--- config.mk ---
export PLATFORM = sky130hd
export DESIGN_NAME = psd_top
export DESIGN_NICKNAME = d
export VERILOG_FILES = /design/src/psd_pkg.sv /design/src/psd_top.sv
export SDC_FILE = /design/constraint.sdc
export NUM_CORES = 1
export LEC_CHECK = 0
export ABC_AREA = 1
export BUFFER_PORTS_ARGS = -buffer_cell sky130_fd_sc_hd__buf_2
export CELL_PAD_IN_SITES_DETAIL_PLACEMENT = 1
export CELL_PAD_IN_SITES_GLOBAL_PLACEMENT = 2
export CORE_UTILIZATION = 34
export CTS_CLUSTER_DIAMETER = 30
export DETAILED_ROUTE_END_ITERATION = 8
export PLACE_DENSITY = 0.82
export SLEW_MARGIN = 0
export SYNTH_ARGS = -nofsm -noshare
export SYNTH_HDL_FRONTEND = slang
export SYNTH_HIERARCHICAL = 1
export SYNTH_SLANG_ARGS = --single-unit
export TNS_END_PERCENT = 20
--- constraint.sdc ---
create_clock -name clk_sys -period 8.69 [get_ports clk_sys]
set_input_delay 0.869 -clock clk_sys [delete_from_list [all_inputs] [get_ports clk_sys]]
set_output_delay 0.869 -clock clk_sys [all_outputs]
set_load 0.01 [all_outputs]
--- src/psd_pkg.sv ---
// Shared constants and types for the PWM sequence decoder.
// Assumes one clock domain, clk_sys at 50 MHz, and an asynchronous active-high reset.
package psd_pkg;
   localparam int unsigned PSD_CHANNELS   = 4;
   localparam int unsigned PSD_ENTRY_W    = 16;
   localparam int unsigned PSD_CMP_W      = 15;
   localparam int unsigned PSD_POL_BIT    = 15;
   localparam int unsigned PSD_CMP_MSB    = 14;
   localparam int unsigned PSD_FIFO_DEPTH = 16;
   localparam int unsigned PSD_WAVE_CHANS = 3;

   // Load layout encodings on the load_layout port.
   localparam logic [1:0] PSD_LOAD_COMMON     = 2'h0;
   localparam logic [1:0] PSD_LOAD_GROUPED    = 2'h1;
   localparam logic [1:0] PSD_LOAD_INDIVIDUAL = 2'h2;
   localparam logic [1:0] PSD_LOAD_WAVE       = 2'h3;

   // Entries consumed by one step of each layout.
   localparam logic [2:0] PSD_STEP_COMMON  = 3'h1;
   localparam logic [2:0] PSD_STEP_GROUPED = 3'h2;
   localparam logic [2:0] PSD_STEP_FULL    = 3'h4;

   // Reset values.
   localparam logic [14:0] PSD_CMP_RST = 15'h0000;
   localparam logic [14:0] PSD_TOP_RST = 15'h0001;

   // Polarity values of entry bit 15.
   localparam logic PSD_RISE_FIRST = 1'b0;
   localparam logic PSD_FALL_FIRST = 1'b1;

   typedef enum logic [1:0] {
      PSD_ST_IDLE,
      PSD_ST_PRIME,
      PSD_ST_RUN
   } psd_state_t;
endpackage

--- src/psd_top.sv ---
// PWM sequence decoder with its four-channel wave counter and an entry FIFO.
// Assumes a read-only DMA port into RAM that answers each granted request once,
// and tasks that arrive as one-cycle pulses synchronous to clk_sys.
// How it works
// - DMA fetches entries, loads compare per layout.
// - Sequence is one or more 16-bit entries.
// - Bit 15 is polarity, bits 14:0 compare.
// - Polarity 0 rises first, 1 falls first.
// - Layout routes values common, grouped or individual.
// - Arbitrary wave layout drives only channels 0-2.
// - Wave layout: three compares plus new top.
// - Repeat N loads every (N+1)th period.
// - Stepped mode ignores repeat and tail delay.
// - Stepped mode loads one step per advance task.
// - Grouped takes one entry per group.
// - Idle begin fetches first step, then generates.
// - Begun event once first step executes.
// - Loop count zero plays sequence exactly once.
// - Finished event when last step starts executing.
// - After finishing, last step keeps playing.
// - Stop ends at period end, idle pins.
// - Only begin task restarts, from its pointer.
// - Up mode wraps at top, edge-aligned.
// - Up-down mode counts back, center-aligned.
// - Fall first: compare 0 low, top high.
`timescale 1ns/1ns

module psd_fifo #(
   parameter int unsigned WIDTH = 16,
   parameter int unsigned DEPTH = 16
) (
   // Clocking
   input  wire logic             clk_sys,
   input  wire logic             rst,
   input  wire logic             clk_en,
   input  wire logic             flush,
   // Fill side
   input  wire logic             in_valid,
   output logic                  in_ready,
   input  wire logic [WIDTH-1:0] in_data,
   // Drain side
   output logic                  out_valid,
   input  wire logic             out_ready,
   output logic      [WIDTH-1:0] out_data
);
   localparam int unsigned IW = (DEPTH > 1) ? $clog2(DEPTH) : 1;
   localparam int unsigned CW = $clog2(DEPTH + 1);
   localparam logic [CW-1:0] FULL = CW'(DEPTH);

   logic [WIDTH-1:0] mem_reg [DEPTH];
   logic [IW-1:0]    wr_idx_reg;
   logic [IW-1:0]    rd_idx_reg;
   logic [CW-1:0]    count_reg;
   logic             push;
   logic             pop;

   assign in_ready  = (count_reg != FULL);
   assign out_valid = (count_reg != '0);
   assign out_data  = mem_reg[rd_idx_reg];
   assign push      = in_valid && in_ready;
   assign pop       = out_valid && out_ready;

   function automatic logic [IW-1:0] wrap_inc(input logic [IW-1:0] idx);
      return (idx == IW'(DEPTH - 1)) ? '0 : IW'(idx + 1'b1);
   endfunction

   always_ff @(posedge clk_sys) begin
      if (clk_en && push) begin
         mem_reg[wr_idx_reg] <= in_data;
      end
   end

   always_ff @(posedge clk_sys or posedge rst) begin
      if (rst) begin
         wr_idx_reg <= '0;
         rd_idx_reg <= '0;
         count_reg  <= '0;
      end else if (clk_en) begin
         if (flush) begin
            wr_idx_reg <= '0;
            rd_idx_reg <= '0;
            count_reg  <= '0;
         end else begin
            if (push) wr_idx_reg <= wrap_inc(wr_idx_reg);
            if (pop) rd_idx_reg <= wrap_inc(rd_idx_reg);
            count_reg <= CW'(count_reg + CW'(push) - CW'(pop));
         end
      end
   end
endmodule

module psd_top
   import psd_pkg::*;
#(
   parameter int unsigned AW    = 32,
   parameter int unsigned LEN_W = 15,
   parameter int unsigned REP_W = 24
) (
   // Clocking and reset
   input  wire logic             clk_sys,
   input  wire logic             rst,
   input  wire logic             clk_en,
   // Configuration
   input  wire logic [1:0]       load_layout,
   input  wire logic             task_stepped_mode,
   input  wire logic             mode_updown,
   input  wire logic [14:0]      period_top_value,
   input  wire logic [3:0]       idle_level,
   input  wire logic [AW-1:0]    sequence_ram_pointer0,
   input  wire logic [AW-1:0]    sequence_ram_pointer1,
   input  wire logic [LEN_W-1:0] sequence_entry_length0,
   input  wire logic [LEN_W-1:0] sequence_entry_length1,
   input  wire logic [REP_W-1:0] sequence_repeat0,
   input  wire logic [REP_W-1:0] sequence_repeat1,
   // Tasks
   input  wire logic [1:0]       sequence_begin_task,
   input  wire logic             advance_step_task,
   input  wire logic             stop_task,
   // Events
   output logic [1:0]            sequence_begun_event,
   output logic [1:0]            sequence_finished_event,
   output logic                  halted_event,
   // DMA read port
   output logic                  dma_req,
   output logic [AW-1:0]         dma_addr,
   input  wire logic             dma_gnt,
   input  wire logic             dma_rvalid,
   input  wire logic [15:0]      dma_rdata,
   // Pins
   output logic [3:0]            pwm_out
);
   psd_state_t        state_reg;
   logic              seq_sel_reg;
   logic [AW-1:0]     base_reg;
   logic [LEN_W-1:0]  len_reg;
   logic [LEN_W-1:0]  fetch_idx_reg;
   logic [LEN_W-1:0]  applied_reg;
   logic              outstanding_reg;
   logic              discard_reg;
   logic              stop_pend_reg;
   logic              step_pend_reg;
   logic              finished_reg;
   logic              begun_pend_reg;
   logic [REP_W-1:0]  rep_cnt_reg;
   logic [15:0]       stage_reg [PSD_CHANNELS];
   logic [2:0]        stage_cnt_reg;
   logic [14:0]       cmp_reg [PSD_CHANNELS];
   logic [3:0]        pol_reg;
   logic [14:0]       top_reg;
   logic [14:0]       cnt_reg;
   logic              down_reg;
   logic              begin_any;
   logic              begin_sel;
   logic              flush;
   logic [2:0]        step_size;
   logic              stage_full;
   logic              period_end;
   logic              load_due;
   logic              apply;
   logic              last_step;
   logic              fifo_in_ready;
   logic              fifo_out_valid;
   logic              fifo_out_ready;
   logic [15:0]       fifo_out_data;

   // Entries per step; a step is the unit loaded at one period boundary.
   function automatic logic [2:0] layout_step(input logic [1:0] layout);
      unique case (layout)
         PSD_LOAD_COMMON:  return PSD_STEP_COMMON;
         PSD_LOAD_GROUPED: return PSD_STEP_GROUPED;
         default:          return PSD_STEP_FULL;
      endcase
   endfunction

   // Picks which staged entry drives a channel.
   function automatic logic [1:0] route(input logic [1:0] layout, input int unsigned ch);
      unique case (layout)
         PSD_LOAD_COMMON:  return 2'h0;
         PSD_LOAD_GROUPED: return (ch < 2) ? 2'h0 : 2'h1;
         default:          return 2'(ch);
      endcase
   endfunction

   assign begin_any  = |sequence_begin_task;
   assign begin_sel  = sequence_begin_task[1] && !sequence_begin_task[0];
   assign flush      = begin_any || stop_task;
   assign step_size  = layout_step(load_layout);
   assign stage_full = (stage_cnt_reg == step_size);
   assign period_end = mode_updown ? (down_reg && cnt_reg <= 15'h0001)
                                   : (cnt_reg >= top_reg - 15'h0001);
   // Stepped mode ignores the repeat count entirely.
   assign load_due   = task_stepped_mode ? step_pend_reg
                                         : (rep_cnt_reg == (seq_sel_reg ? sequence_repeat1
                                                                        : sequence_repeat0));
   assign apply      = stage_full && !finished_reg && !flush
                       && ((state_reg == PSD_ST_PRIME)
                           || (state_reg == PSD_ST_RUN && period_end && load_due
                               && !stop_pend_reg));
   assign last_step  = (LEN_W'(applied_reg + LEN_W'(step_size) + LEN_W'(step_size))
                        > len_reg);
   assign fifo_out_ready = !stage_full && !flush;

   psd_fifo #(
      .WIDTH (PSD_ENTRY_W),
      .DEPTH (PSD_FIFO_DEPTH)
   ) u_fifo (
      .clk_sys   (clk_sys),
      .rst       (rst),
      .clk_en    (clk_en),
      .flush     (flush),
      .in_valid  (dma_rvalid && !discard_reg),
      .in_ready  (fifo_in_ready),
      .in_data   (dma_rdata),
      .out_valid (fifo_out_valid),
      .out_ready (fifo_out_ready),
      .out_data  (fifo_out_data)
   );

   // Sequence control. Loop count is fixed at zero: one pass, then hold.
   always_ff @(posedge clk_sys or posedge rst) begin
      if (rst) begin
         state_reg      <= PSD_ST_IDLE;
         seq_sel_reg    <= 1'b0;
         base_reg       <= '0;
         len_reg        <= '0;
         applied_reg    <= '0;
         finished_reg   <= 1'b0;
         begun_pend_reg <= 1'b0;
         stop_pend_reg  <= 1'b0;
      end else if (clk_en) begin
         if (begin_any) begin
            seq_sel_reg    <= begin_sel;
            base_reg       <= begin_sel ? sequence_ram_pointer1 : sequence_ram_pointer0;
            len_reg        <= begin_sel ? sequence_entry_length1 : sequence_entry_length0;
            applied_reg    <= '0;
            finished_reg   <= 1'b0;
            begun_pend_reg <= 1'b1;
            stop_pend_reg  <= 1'b0;
            if (state_reg == PSD_ST_IDLE) state_reg <= PSD_ST_PRIME;
         end else if (stop_task) begin
            stop_pend_reg  <= (state_reg == PSD_ST_RUN);
            begun_pend_reg <= 1'b0;
            finished_reg   <= 1'b1;
            if (state_reg == PSD_ST_PRIME) state_reg <= PSD_ST_IDLE;
         end else if (state_reg == PSD_ST_RUN && period_end && stop_pend_reg) begin
            state_reg     <= PSD_ST_IDLE;
            stop_pend_reg <= 1'b0;
         end else if (apply) begin
            state_reg      <= PSD_ST_RUN;
            applied_reg    <= LEN_W'(applied_reg + LEN_W'(step_size));
            begun_pend_reg <= 1'b0;
            finished_reg   <= last_step;
         end
      end
   end

   // DMA fetcher: one read in flight; a response owed to a flushed sequence is dropped.
   always_ff @(posedge clk_sys or posedge rst) begin
      if (rst) begin
         dma_req         <= 1'b0;
         dma_addr        <= '0;
         fetch_idx_reg   <= '0;
         outstanding_reg <= 1'b0;
         discard_reg     <= 1'b0;
      end else if (clk_en) begin
         if (dma_req && dma_gnt) begin
            dma_req         <= 1'b0;
            outstanding_reg <= 1'b1;
         end else if (dma_rvalid) begin
            outstanding_reg <= 1'b0;
         end
         if (flush) begin
            fetch_idx_reg <= '0;
            discard_reg   <= dma_req || (outstanding_reg && !dma_rvalid);
         end else begin
            if (dma_rvalid) discard_reg <= 1'b0;
            // A grant owed to a flushed sequence must not advance the new fetch index.
            if (dma_req && dma_gnt && !discard_reg) begin
               fetch_idx_reg <= LEN_W'(fetch_idx_reg + 1'b1);
            end
            if (!dma_req && !outstanding_reg && fifo_in_ready && state_reg != PSD_ST_IDLE
                && !stop_pend_reg && fetch_idx_reg < len_reg) begin
               dma_req  <= 1'b1;
               dma_addr <= AW'(base_reg + AW'({fetch_idx_reg, 1'b0}));
            end
         end
      end
   end

   // Staging gathers one step of entries before it may be applied.
   always_ff @(posedge clk_sys or posedge rst) begin
      if (rst) begin
         stage_cnt_reg <= '0;
         for (int i = 0; i < PSD_CHANNELS; i++) stage_reg[i] <= '0;
      end else if (clk_en) begin
         if (flush || apply) begin
            stage_cnt_reg <= '0;
         end else if (fifo_out_valid && fifo_out_ready) begin
            stage_reg[stage_cnt_reg[1:0]] <= fifo_out_data;
            stage_cnt_reg <= 3'(stage_cnt_reg + 1'b1);
         end
      end
   end

   // Refresh pacing and stepping requests.
   always_ff @(posedge clk_sys or posedge rst) begin
      if (rst) begin
         rep_cnt_reg   <= '0;
         step_pend_reg <= 1'b0;
      end else if (clk_en) begin
         if (apply || begin_any) begin
            rep_cnt_reg <= '0;
         end else if (state_reg == PSD_ST_RUN && period_end && !load_due) begin
            rep_cnt_reg <= REP_W'(rep_cnt_reg + 1'b1);
         end
         if (advance_step_task) begin
            step_pend_reg <= 1'b1;
         end else if (apply || begin_any) begin
            step_pend_reg <= 1'b0;
         end
      end
   end

   // Compare, polarity and top loaded at a boundary or on priming; outside wave layout top follows period_top_value except mid-period while running.
   generate
      for (genvar ch = 0; ch < PSD_CHANNELS; ch++) begin : g_chan
         always_ff @(posedge clk_sys or posedge rst) begin
            if (rst) begin
               cmp_reg[ch] <= PSD_CMP_RST;
               pol_reg[ch] <= PSD_RISE_FIRST;
            end else if (clk_en && apply) begin
               cmp_reg[ch] <= stage_reg[route(load_layout, ch)][PSD_CMP_MSB:0];
               pol_reg[ch] <= stage_reg[route(load_layout, ch)][PSD_POL_BIT];
            end
         end
      end
   endgenerate

   always_ff @(posedge clk_sys or posedge rst) begin
      if (rst) begin
         top_reg <= PSD_TOP_RST;
      end else if (clk_en) begin
         if (apply && load_layout == PSD_LOAD_WAVE) begin
            top_reg <= stage_reg[PSD_WAVE_CHANS][PSD_CMP_MSB:0];
         end else if (load_layout != PSD_LOAD_WAVE
                      && (state_reg != PSD_ST_RUN || period_end)) begin
            top_reg <= period_top_value;
         end
      end
   end

   // Wave counter: up mode 0..top-1, up-down adds top..1 on the way back.
   always_ff @(posedge clk_sys or posedge rst) begin
      if (rst) begin
         cnt_reg  <= '0;
         down_reg <= 1'b0;
      end else if (clk_en) begin
         if (state_reg != PSD_ST_RUN || (state_reg == PSD_ST_PRIME)) begin
            cnt_reg  <= '0;
            down_reg <= 1'b0;
         end else if (period_end) begin
            cnt_reg  <= '0;
            down_reg <= 1'b0;
         end else if (!down_reg && mode_updown && cnt_reg >= top_reg - 15'h0001) begin
            cnt_reg  <= top_reg;
            down_reg <= 1'b1;
         end else if (down_reg) begin
            cnt_reg <= 15'(cnt_reg - 1'b1);
         end else begin
            cnt_reg <= 15'(cnt_reg + 1'b1);
         end
      end
   end

   // Pins follow the counter one clock late; idle level whenever not generating.
   generate
      for (genvar ch = 0; ch < PSD_CHANNELS; ch++) begin : g_pin
         logic active;
         assign active = down_reg ? (cnt_reg <= cmp_reg[ch]) : (cnt_reg < cmp_reg[ch]);
         always_ff @(posedge clk_sys or posedge rst) begin
            if (rst) begin
               pwm_out[ch] <= 1'b0;
            end else if (clk_en) begin
               if (state_reg != PSD_ST_RUN
                   || (load_layout == PSD_LOAD_WAVE && ch >= PSD_WAVE_CHANS)) begin
                  pwm_out[ch] <= idle_level[ch];
               end else begin
                  pwm_out[ch] <= active ^ (pol_reg[ch] == PSD_RISE_FIRST);
               end
            end
         end
      end
   endgenerate

   // Events, one clock pulses.
   always_ff @(posedge clk_sys or posedge rst) begin
      if (rst) begin
         sequence_begun_event    <= '0;
         sequence_finished_event <= '0;
         halted_event            <= 1'b0;
      end else if (clk_en) begin
         sequence_begun_event    <= '0;
         sequence_finished_event <= '0;
         halted_event            <= state_reg == PSD_ST_RUN && period_end && stop_pend_reg
                                    && !begin_any && !stop_task;
         if (apply && begun_pend_reg) sequence_begun_event[seq_sel_reg] <= 1'b1;
         if (apply && last_step) sequence_finished_event[seq_sel_reg] <= 1'b1;
      end
   end
endmodule

Word-level counts from Yosys, hierarchy flattened
Memories as Yosys holds them, arrays and structs flattened.
Cells that the tools add are included.
Cells by class
  add/sub/neg operators: 13
  $mul: 0
  div/mod/pow operators: 0
  order comparisons: 20
  equality and inequality tests: 16
  shifts and indexed selects: 0
  muxes and demuxes: 93
  bitwise logic cells: 15
  reduce and logical (&&, ||, !) cells: 92
Operator list (number)
  two-way mux 15 bit: 13
  two-way mux 16 bit: 9
  binary-select mux 16 bit (select 2 bit): 4
  < comparator 15 bit: 5
  two-way mux 24 bit: 3
  bitwise mux 64 bit: 1
  <= comparator 15 bit: 4
  two-way mux 1 bit: 36
  logical AND 1 bit: 34
  adder 32 x 16 -> 32 bit: 1
  demux 16 bit (select 2 bit): 1
  two-way mux 32 bit: 1
  adder 15 x 1 -> 15 bit (second input constant): 2
  adder 15 x 3 -> 15 bit: 2
  subtractor 15 x 1 -> 15 bit (second input constant): 2
  adder 24 x 1 -> 24 bit (second input constant): 1
  == test 24 bit: 1
  two-way mux 2 bit: 12
  two-way mux 4 bit: 6
  AND reduction 2 bit: 12
  nonzero test 2 bit: 11
  greater-or-equal comparator 15 bit: 1
  greater-or-equal comparator 3 bit (second input constant): 5
  greater-than comparator 15 bit: 1
  other kinds (34): 81
Storage, ports and cells
  register bits: 327
  latch bits: 0
  bits in writable memories: 256
  memory bits (read-only): 0
  bits of input ports: 190
  output and inout bits: 42
  memories kept: 1
Memory list
  u_fifo.mem_reg: depth 16, bits a word 16, rd ports 1, clocked after memory_dff 0, write ports 1, line psd_top.sv:50  | logic [WIDTH-1:0] mem_reg [DEPTH];

Logic depth before layout (Yosys ltp)
Gate-level depths: netlist of run 1.
  depth after elaboration: 14
  depth in mapped cells: 31
  mapped depth without buffers: 31

Cells and area by module
The synthesis of run 1 kept the hierarchy.
By module, submodules not included
  psd_top: times used 1, cells each 2641, area each 19919.1 um2, seq. area each 7858.8 um2
  psd_fifo: times used 1, cells each 1172, area each 11967.7 um2, seq. area each 8012.7 um2

Least setup slack after synthesis of run 1
No wires, ideal clock.
  path type: in2reg
  start: input load_layout[1]
  end: register sequence_finished_event[0]
  library setup time: 83 ps
  arrival time: 3901 ps
  data required time: 8607 ps
  setup slack: 4707 ps
  cell stages on the path: 21
  path buffers: 1
  cells stage by stage: buf_4 > nor2_8 > nand2_2 > nand2_1 > inv_1 > ha_1 > ha_1 > a21oi_1 > o21ai_1 > nand3_1 > nor3_2 > nand3_1 > xnor2_1 > ha_1 > nand2_1 > nor2_1 > nand3_1 > nand2_1 > o21ai_0 > or2_1 > o21ai_0
Between the ends
  longest elaborated chain between the ends: 8
Ends and longest elaborated chain
  from (decl): line psd_top.sv:104  | input wire logic [1:0] load_layout,
  == test 2 x 1 -> 1 bit or zero test 2 bit (tied branches): line psd_top.sv:168  | unique case (layout)
  case mux 3 bit (2 select lines) *: line psd_top.sv:168
  branches (longest 4 deep; another with adder 15 x 3 -> 15 bit)
  logical AND 1 bit *: line psd_top.sv:407  | if (apply && last_step) sequence_finished_event[seq_sel_reg] <= 1'b1;
  two-way mux 2 bit *: line psd_top.sv:407
  to (signal assigned): line psd_top.sv:399  | sequence_finished_event <= '0;
  to (signal assigned): line psd_top.sv:403  | sequence_finished_event <= '0;
  to (signal, indexed assignment): line psd_top.sv:407
  to (decl): line psd_top.sv:121  | output logic [1:0] sequence_finished_event,
Every way passes the cells marked *.
A chain may end at the register's enable or synchronous reset.

Worst setup path in the final report of run 1
  start: register top_reg[0]
  end: register rep_cnt_reg[14]
Between the ends
  longest elaborated chain between the ends: 11
Ends and longest elaborated chain
  from (decl): line psd_top.sv:149  | logic [14:0] top_reg;
  from (signal assigned): line psd_top.sv:344  | top_reg <= stage_reg[PSD_WAVE_CHANS][PSD_CMP_MSB:0];
  from (signal assigned): line psd_top.sv:347  | top_reg <= period_top_value;
  subtractor 15 x 1 -> 15 bit *: line psd_top.sv:190  | : (cnt_reg >= top_reg - 15'h0001);
  greater-or-equal comparator 15 bit *: line psd_top.sv:190
  two-way mux 1 bit *: line psd_top.sv:189  | assign period_end = mode_updown ? (down_reg && cnt_reg <= 15'h0001)
  logical AND 1 bit *: line psd_top.sv:197, psd_top.sv:313
  logical AND 1 bit: line psd_top.sv:197  | || (state_reg == PSD_ST_RUN && period_end && load_due
  logical AND 1 bit: line psd_top.sv:198  | && !stop_pend_reg));
  logical OR 1 bit: line psd_top.sv:197
  logical AND 1 bit: line psd_top.sv:196  | && ((state_reg == PSD_ST_PRIME)
  logical OR 1 bit: line psd_top.sv:311  | if (apply || begin_any) begin
  nonzero test 2 bit (no source line)
  AND reduction 2 bit (no source line)
  to (signal assigned): line psd_top.sv:314  | rep_cnt_reg <= REP_W'(rep_cnt_reg + 1'b1);
  to (decl): line psd_top.sv:144  | logic [REP_W-1:0] rep_cnt_reg;
Every way passes the cells marked *; elsewhere a longest branch is shown, timed or not.

==> results of run 1 <==
-- cell usage after synthesis (all sizes together) (5+ instances only) --
library cell | number | area (sq um)
a21oi | 136 | 691.9
a31oi | 12 | 75.07
buf | 85 | 560.5
clkbuf | 66 | 249.0
dfrtp | 326 | 8158
edfxtp | 256 | 7687
ha | 144 | 1802
inv | 538 | 2024
mux2 | 32 | 360.4
nand2 | 1063 | 4023
nand3 | 337 | 1709
nand3b | 5 | 37.54
nand4 | 53 | 346.6
nor2 | 232 | 952.2
nor3 | 42 | 220.2
nor4 | 13 | 81.33
o211ai | 9 | 67.56
o21ai | 291 | 1456
o22ai | 56 | 350.3
xnor2 | 20 | 175.2
xor2 | 68 | 603.1
-- worst max-delay path by stage --
stage	start	endpoint	slack, ns	cells after the start
after floorplan	rst	applied_reg[0]	3.64	1
after global placement	load_layout[1]	sequence_finished_event[1]	3.65	19
after detailed placement	load_layout[1]	sequence_finished_event[1]	3.47	23
after CTS	top_reg[0]	applied_reg[13]	3.51	25
after global routing	top_reg[0]	rep_cnt_reg[17]	2.99	26
final	top_reg[0]	rep_cnt_reg[14]	3.57	26
-- area by class of cell --
type / instances / area [sq um] / share of cell area
Clock inverter: 87 / 1226 / 0.03091
Inverter: 540 / 2037 / 0.05135
Sequential cell: 583 / 15880 / 0.4002
Tap cell: 1243 / 1555 / 0.03921
Multi-Input combinational cell: 2539 / 13240 / 0.3337
Antenna cell: 3 / 7.507 / 0.0001893
Clock buffer: 198 / 4252 / 0.1072
Timing Repair Buffer: 272 / 1476 / 0.03722
-- metal layers --
| layer | track usage | vias to the layer above | part of all wire |
|---|---|---|---|
| li1 | - | 13088 | - |
| met1 | 0.2854 | 13271 | 0.46 |
| met2 | 0.3524 | 540 | 0.47 |
| met3 | 0.03992 | 182 | 0.042 |
| met4 | 0.07983 | 2 | 0.027 |
| met5 | 0 | - | 0.00013 |
-- stage by stage --
step	cell area, sq um	utilization	worst slack, ns
2_1_floorplan	31890	-	3.639
3_3_place_gp	34180	0.3707	3.647
3_5_place_dp	34180	0.3707	3.469
4_1_cts	39660	0.4301	3.509
5_1_grt	39670	0.4301	2.989
6_report	39670	0.4301	3.571
-- power by group through the flow --
stage                     combinational [mW]  sequential [mW]  clock, mW
after global placement                  1.25             3.34          0
after global routing                    1.46             3.33       6.14
after CTS                               1.30             3.30       5.99
final                                   1.28             3.30       5.90
after floorplan                        0.810             3.33          0
after detailed placement                1.28             3.34          0
-- worst max-delay path: stages, from the launching register on --
cell and delay [ns]:
dfstp_2 0.37, inv_1 0.12, ha_1 0.22, nand2_1 0.10, nor3_1 0.30, nand3_1 0.17
or3_1 0.40, nor4_1 0.26, xnor2_1 0.11, ha_1 0.33, nand2_1 0.06, nor2_1 0.14
nand2_1 0.09, nor2_1 0.09, nor2_1 0.06, nand3_1 0.07, nand2_1 0.06, nand2_2 0.09
nand2_2 0.07, nor2_1 0.11, nand2_1 0.07, nand2_2 0.37, nand2_4 0.12, nand2_2 0.11
nand2_1 0.66, nand3_1 0.30, nand2_1 0.09
-- cell families after synthesis --
kind of cell	after synthesis	share of synthesized area
compound gates	516	0.08566
buf+inv	691	0.08911
simple gates	1756	0.2334
mux	32	0.01130
fa+ha+maj	147	0.05839
flops	583	0.4977
xor+xnor	88	0.02441
==> results.sh, run 1 <==
export IMPL_hold_path_class="in -> async"
export IMPL_final_common_cell="nand2_1"
export IMPL_dp_hpwl_microns=67630
export IMPL_synth_distinct_cells=54
export IMPL_nets=4426
export IMPL_worst_r2r_cell_count=26
export IMPL_totalWireLength_microns=101400
export IMPL_ios=232
export IMPL_reg2reg_from="top_reg[0]"
export IMPL_final_cells=5465
export IMPL_p_per_area_mw_per_mm2=264.2
export IMPL_drv_slew=0
export IMPL_row_count=111
export IMPL_rsz0062_at_grt="no"
export IMPL_internal_power_mw=7.651
export IMPL_syn_area_sq_mm=0.03189
export IMPL_period_minus_slack_ns=5.119
export IMPL_maxCapViolCount=0
export IMPL_start_util=0.3458
export IMPL_dp_cells=5177
export IMPL_synth_cells=3813
export IMPL_clock_sinks=583
export IMPL_syn_avg_cell_area_sq_um=8.363
export IMPL_die_h_microns=308.2
export IMPL_cp_max_fo=30
export IMPL_crit_required_ns=9.27
export IMPL_drt_vias_per_instance=4.956
export IMPL_routabilityCongestion=0.8312
export IMPL_area_growth_pct=24.40
export IMPL_grt_overflow=0
export IMPL_run_status="complete, no violations"
export IMPL_relSlewSlack=0.1111
export IMPL_cts_tree="yes"
export IMPL_drc=0
export IMPL_grt_usage=0.2164
export IMPL_wl_per_cell_microns=18.56
export IMPL_grt_pass1_wl_microns=160100
export IMPL_combPwrFrac=0.122
export IMPL_coreArea_sq_mm=0.09222
export IMPL_p_total_mw=10.48
export IMPL_cts_max_level=4
export IMPL_hold_viol=0
export IMPL_clockRootBuffer="clkbuf_16"
export IMPL_post_cts_resized=0
export IMPL_holdWs_ns=0.2453
export IMPL_ys_warn_count=6
export IMPL_layout_common_cells="nand2_1 (1054), inv_1 (529), nand3_1 (334)"
export IMPL_swShare=0.2699
export IMPL_yosysSeqAreaShare=0.4977
export IMPL_num_fill_cells=10951
export IMPL_clk_pin_slew_worst_paths_ns=0.05
export IMPL_drive_gt1_frac=0.1477
export IMPL_largest_reg_flops=256
export IMPL_p_sw_mw=2.829
export IMPL_dr_pass1_iters=5
export IMPL_die_area_sq_mm=0.09502
export IMPL_r2r_slack_ns=3.57
export IMPL_antenna_found_initial=4
export IMPL_ir_drop_uv=178.9
export IMPL_arrival_ns=5.69
export IMPL_cts_hold_buf=0
export IMPL_setup_violations_final=0
export IMPL_synth_ff_type="dfrtp_1"
export IMPL_clock_path_buffers=3
export IMPL_numCtsBuffers=153
export IMPL_post_cts_buffers=0
export IMPL_fin_setup_tns_ns=0
export IMPL_max_freq_mhz=195.3
export IMPL_clkPwrFrac=0.563
export IMPL_crit_type="reg -> reg"
export IMPL_power_leakage_nw=18.83
export IMPL_grt_max_degree=153
export IMPL_worst_setup_path_end_kind="flop"
export IMPL_synth_edf_count=256
export IMPL_synth_seq_cells=583
export IMPL_vias=27083
export IMPL_finClkSkew_ns=0.05962
export IMPL_drtIter0Drc=1404
export IMPL_dieWidth_microns=308.2
export IMPL_syn_num_nets=4150
export IMPL_worstMarginPinSlew_ns=1.332
export IMPL_postRouteAntennaNets=0
export IMPL_finalCritPeriodShare=0.5891
export IMPL_grt_pass1_vias=28351
export IMPL_start_kind="flop"
export IMPL_r2r_end="rep_cnt_reg[14]"
export IMPL_async_flop_share=0.5609
export IMPL_seqPwrFrac=0.315
export IMPL_portBuffers=231
export IMPL_clock_latency_ns=0.74
Note: power is estimated with default switching activity, not from simulation.
==> run 2: changes to the inputs <==
--- a/config.mk
+++ b/config.mk
@@ -5,14 +5,14 @@
 export SDC_FILE = /design/constraint.sdc
 export NUM_CORES = 1
 export LEC_CHECK = 0
-export ABC_AREA = 1
+export ABC_AREA = 0
 export BUFFER_PORTS_ARGS = -buffer_cell sky130_fd_sc_hd__buf_2
 export CELL_PAD_IN_SITES_DETAIL_PLACEMENT = 1
 export CELL_PAD_IN_SITES_GLOBAL_PLACEMENT = 2
-export CORE_UTILIZATION = 34
+export CORE_UTILIZATION = 41
 export CTS_CLUSTER_DIAMETER = 30
 export DETAILED_ROUTE_END_ITERATION = 8
-export PLACE_DENSITY = 0.82
+export PLACE_DENSITY = 0.85
 export SLEW_MARGIN = 0
 export SYNTH_ARGS = -nofsm -noshare
 export SYNTH_HDL_FRONTEND = slang
==> constraint.sdc (replaced) <==
create_clock -name clk_sys -period 5.1 [get_ports clk_sys]
set_input_delay 0.51 -clock clk_sys [delete_from_list [all_inputs] [get_ports clk_sys]]
set_output_delay 0.51 -clock clk_sys [all_outputs]
set_load 0.01 [all_outputs]
==> results.sh, run 2 <==
export IMPL_num_fill_cells=7497
export IMPL_worst_setup_path_end_kind="flop"
export IMPL_yosysMostFrequentCell="dfrtp_1"
export IMPL_grt_overflow=0
export IMPL_holdWs_ns=0.04050
export IMPL_max_freq_mhz=222.9
export IMPL_routabilityCongestion=0.8830
export IMPL_layout_common_cells="dfrtp_1 (324), nand2_1 (266), edfxtp_1 (256)"
export IMPL_final_common_cell="dfrtp_1"
export IMPL_maxCapViolCount=0
export IMPL_p_per_area_mw_per_mm2=422.2
export IMPL_synth_seq_cells=583
export IMPL_post_cts_buffers=0
export IMPL_die_area_sq_mm=0.07413
export IMPL_wl_per_cell_microns=22.90
export IMPL_drt_vias_per_instance=5.690
export IMPL_synth_distinct_cells=89
export IMPL_clk_pin_slew_worst_paths_ns=0.04
export IMPL_rsz0062_at_grt="no"
export IMPL_syn_num_nets=2899
export IMPL_numCtsBuffers=132
export IMPL_coreArea_sq_mm=0.07185
export IMPL_clock_path_buffers=3
export IMPL_setup_violations_final=0
export IMPL_syn_avg_cell_area_sq_um=11.69
export IMPL_yosysSeqAreaShare=0.5299
export IMPL_syn_area_sq_mm=0.02995
export IMPL_async_flop_share=0.5609
export IMPL_grt_max_degree=164
export IMPL_finClkSkew_ns=0.06269
export IMPL_largest_reg_flops=256
export IMPL_synth_ff_type="dfrtp_1"
export IMPL_cp_max_fo=15
export IMPL_worstMarginPinSlew_ns=1.203
export IMPL_synth_cells=2562
export IMPL_arrival_ns=5.06
export IMPL_synth_common_cells="dfrtp_1 (326), nand2_1 (267), edfxtp_1 (256)"
export IMPL_area_growth_pct=23.68
export IMPL_totalWireLength_microns=89530
export IMPL_synth_edf_count=256
export IMPL_finalCritPeriodShare=0.8798
export IMPL_dp_hpwl_microns=59150
export IMPL_antenna_found_initial=7
export IMPL_drv_slew=0
export IMPL_fin_setup_tns_ns=0
export IMPL_cts_tree="yes"
export IMPL_yosys_area_top_type="dfrtp_1"
export IMPL_hold_path_class="in -> reg"
export IMPL_grt_pass1_wl_microns=139400
export IMPL_power_leakage_nw=15.66
export IMPL_yosysTopAreaCellShare=0.2724
export IMPL_ys_warn_count=6
export IMPL_ios=232
export IMPL_start_util=0.4168
export IMPL_drive_gt1_frac=0.2236
export IMPL_vias=22247
export IMPL_period_minus_slack_ns=4.487
export IMPL_clock_sinks=583
export IMPL_clockRootBuffer="clkbuf_16"
export IMPL_ir_drop_uv=397.0
export IMPL_drc=0
export IMPL_synth_compound_area_frac=0.1185
export IMPL_grt_pass1_vias=24187
export IMPL_post_cts_resized=0
export IMPL_postRouteAntennaNets=0
export IMPL_crit_type="reg -> reg"
export IMPL_dieWidth_microns=272.3
export IMPL_dr_pass1_iters=5
export IMPL_drtIter0Drc=1342
export IMPL_synthAdderAreaFrac=0.06250
export IMPL_cts_max_level=4
export IMPL_portBuffers=231
export IMPL_synth_area_leaders="dfrtp_1 (27%), edfxtp_1 (26%), ha_1 (6.0%), mux4_2 (4.8%), nand2_1 (3.3%)"
export IMPL_regArea_sq_mm=0.01588
export IMPL_synth_mux_area_frac=0.1062
export IMPL_relSlewSlack=0.1980
export IMPL_die_h_microns=272.3
export IMPL_row_count=98
export IMPL_nets=3187
export IMPL_clock_latency_ns=0.75
export IMPL_synth_xor_area_share=0.03217
export IMPL_crit_required_ns=5.67
export IMPL_start_kind="flop"
export IMPL_synth_simple_area_share=0.1167
export IMPL_synth_top_family_by_area="compound AO/OA/AOI/OAI gates"
export IMPL_run_status="complete, no violations"
export IMPL_multi_input_area_sq_mm=0.01312
export IMPL_grt_usage=0.2435
export IMPL_hold_viol=0
run 2: cell types whose count changed in the layout (fill, tap and decap cells not counted), sizes merged, moves of 55 or more:
cell	delta
nand3	-301
mux2i	+96
nand2	-796
o21ai	-136
xnor2	+60
a21oi	-55
mux4	+64
nor2	-105
inv	-412
run 2: repair_timing:
item,4_1_cts,5_1_grt
endpoints found under the hold margin,16,0
endpoints found under the setup margin,0,0
hold buffers,1,0
run 2: cell type report:
cell class                 count  share of cell area
antenna                        4           0.0002702
clock buffer                 164             0.09593
clock inverter                76             0.03371
inverter                     126             0.01287
multi-input combinational   1730              0.3542
sequential                   583              0.4286
tap                          950             0.03209
timing repair buffer         277             0.04236
run 2: kinds of logic after synthesis:
group | Yosys count
multiplexers | 229
buffers and inverters | 249
AO/OA/AOI/OAI | 534
AND/OR/NAND/NOR | 709
flip-flops | 583
XOR/XNOR | 110
adder cells (fa/ha/maj) | 148
run 2: power breakdown:
group          switching [mW]  internal, mW  total, mW
clock                    2.98          5.99       8.97
sequential              0.207          5.19       5.40
combinational           0.766         0.505       1.27
run 2: routing by layer:
metal	global-route usage	wire (microns)
met1	0.3082	38210
met2	0.4084	44320
met3	0.04681	4377
met4	0.09994	2575
met5	0	46
run 2: final timing paths:
kind	from	to	slack, ns	cells after the start
min in group asynchronous	rst	outstanding_reg	0.30	3
hold / removal	advance_step_task	step_pend_reg	0.04	2
hold reg to reg	dma_addr[8]	dma_addr[8]	0.48	2
setup / recovery	top_reg[2]	top_reg[12]	0.61	14
max in group asynchronous	rst	len_reg[11]	3.24	5
setup reg to reg	top_reg[2]	top_reg[12]	0.61	14
run 2: stage by stage:
step	worst slack [ns]	total power [mW]	area, sq um	cells	util
6_report	0.6131	15.64	37040	3910	0.5155
3_3_place_gp	0.5407	6.666	32220	3665	0.4484
5_1_grt	0.2945	16.15	37040	3909	0.5155
4_1_cts	0.6308	15.80	37030	3906	0.5154
2_1_floorplan	0.01041	6.185	29950	2562	-
3_5_place_dp	0.2763	6.740	32220	3665	0.4484
run 2: critical path: stages, from the launching register on:
cell and delay (ns):
dfrtp_1 0.46, nor4_1 0.30, buf_4 0.17, nand3_1 0.18, nor3_1 0.24, xnor2_1 0.16
ha_1 0.27, a21o_1 0.19, a211o_1 0.29, a221oi_1 0.29, o21ai_0 0.26, o211a_1 0.33
a32oi_4 0.52, nor2_2 0.29, a221o_1 0.41
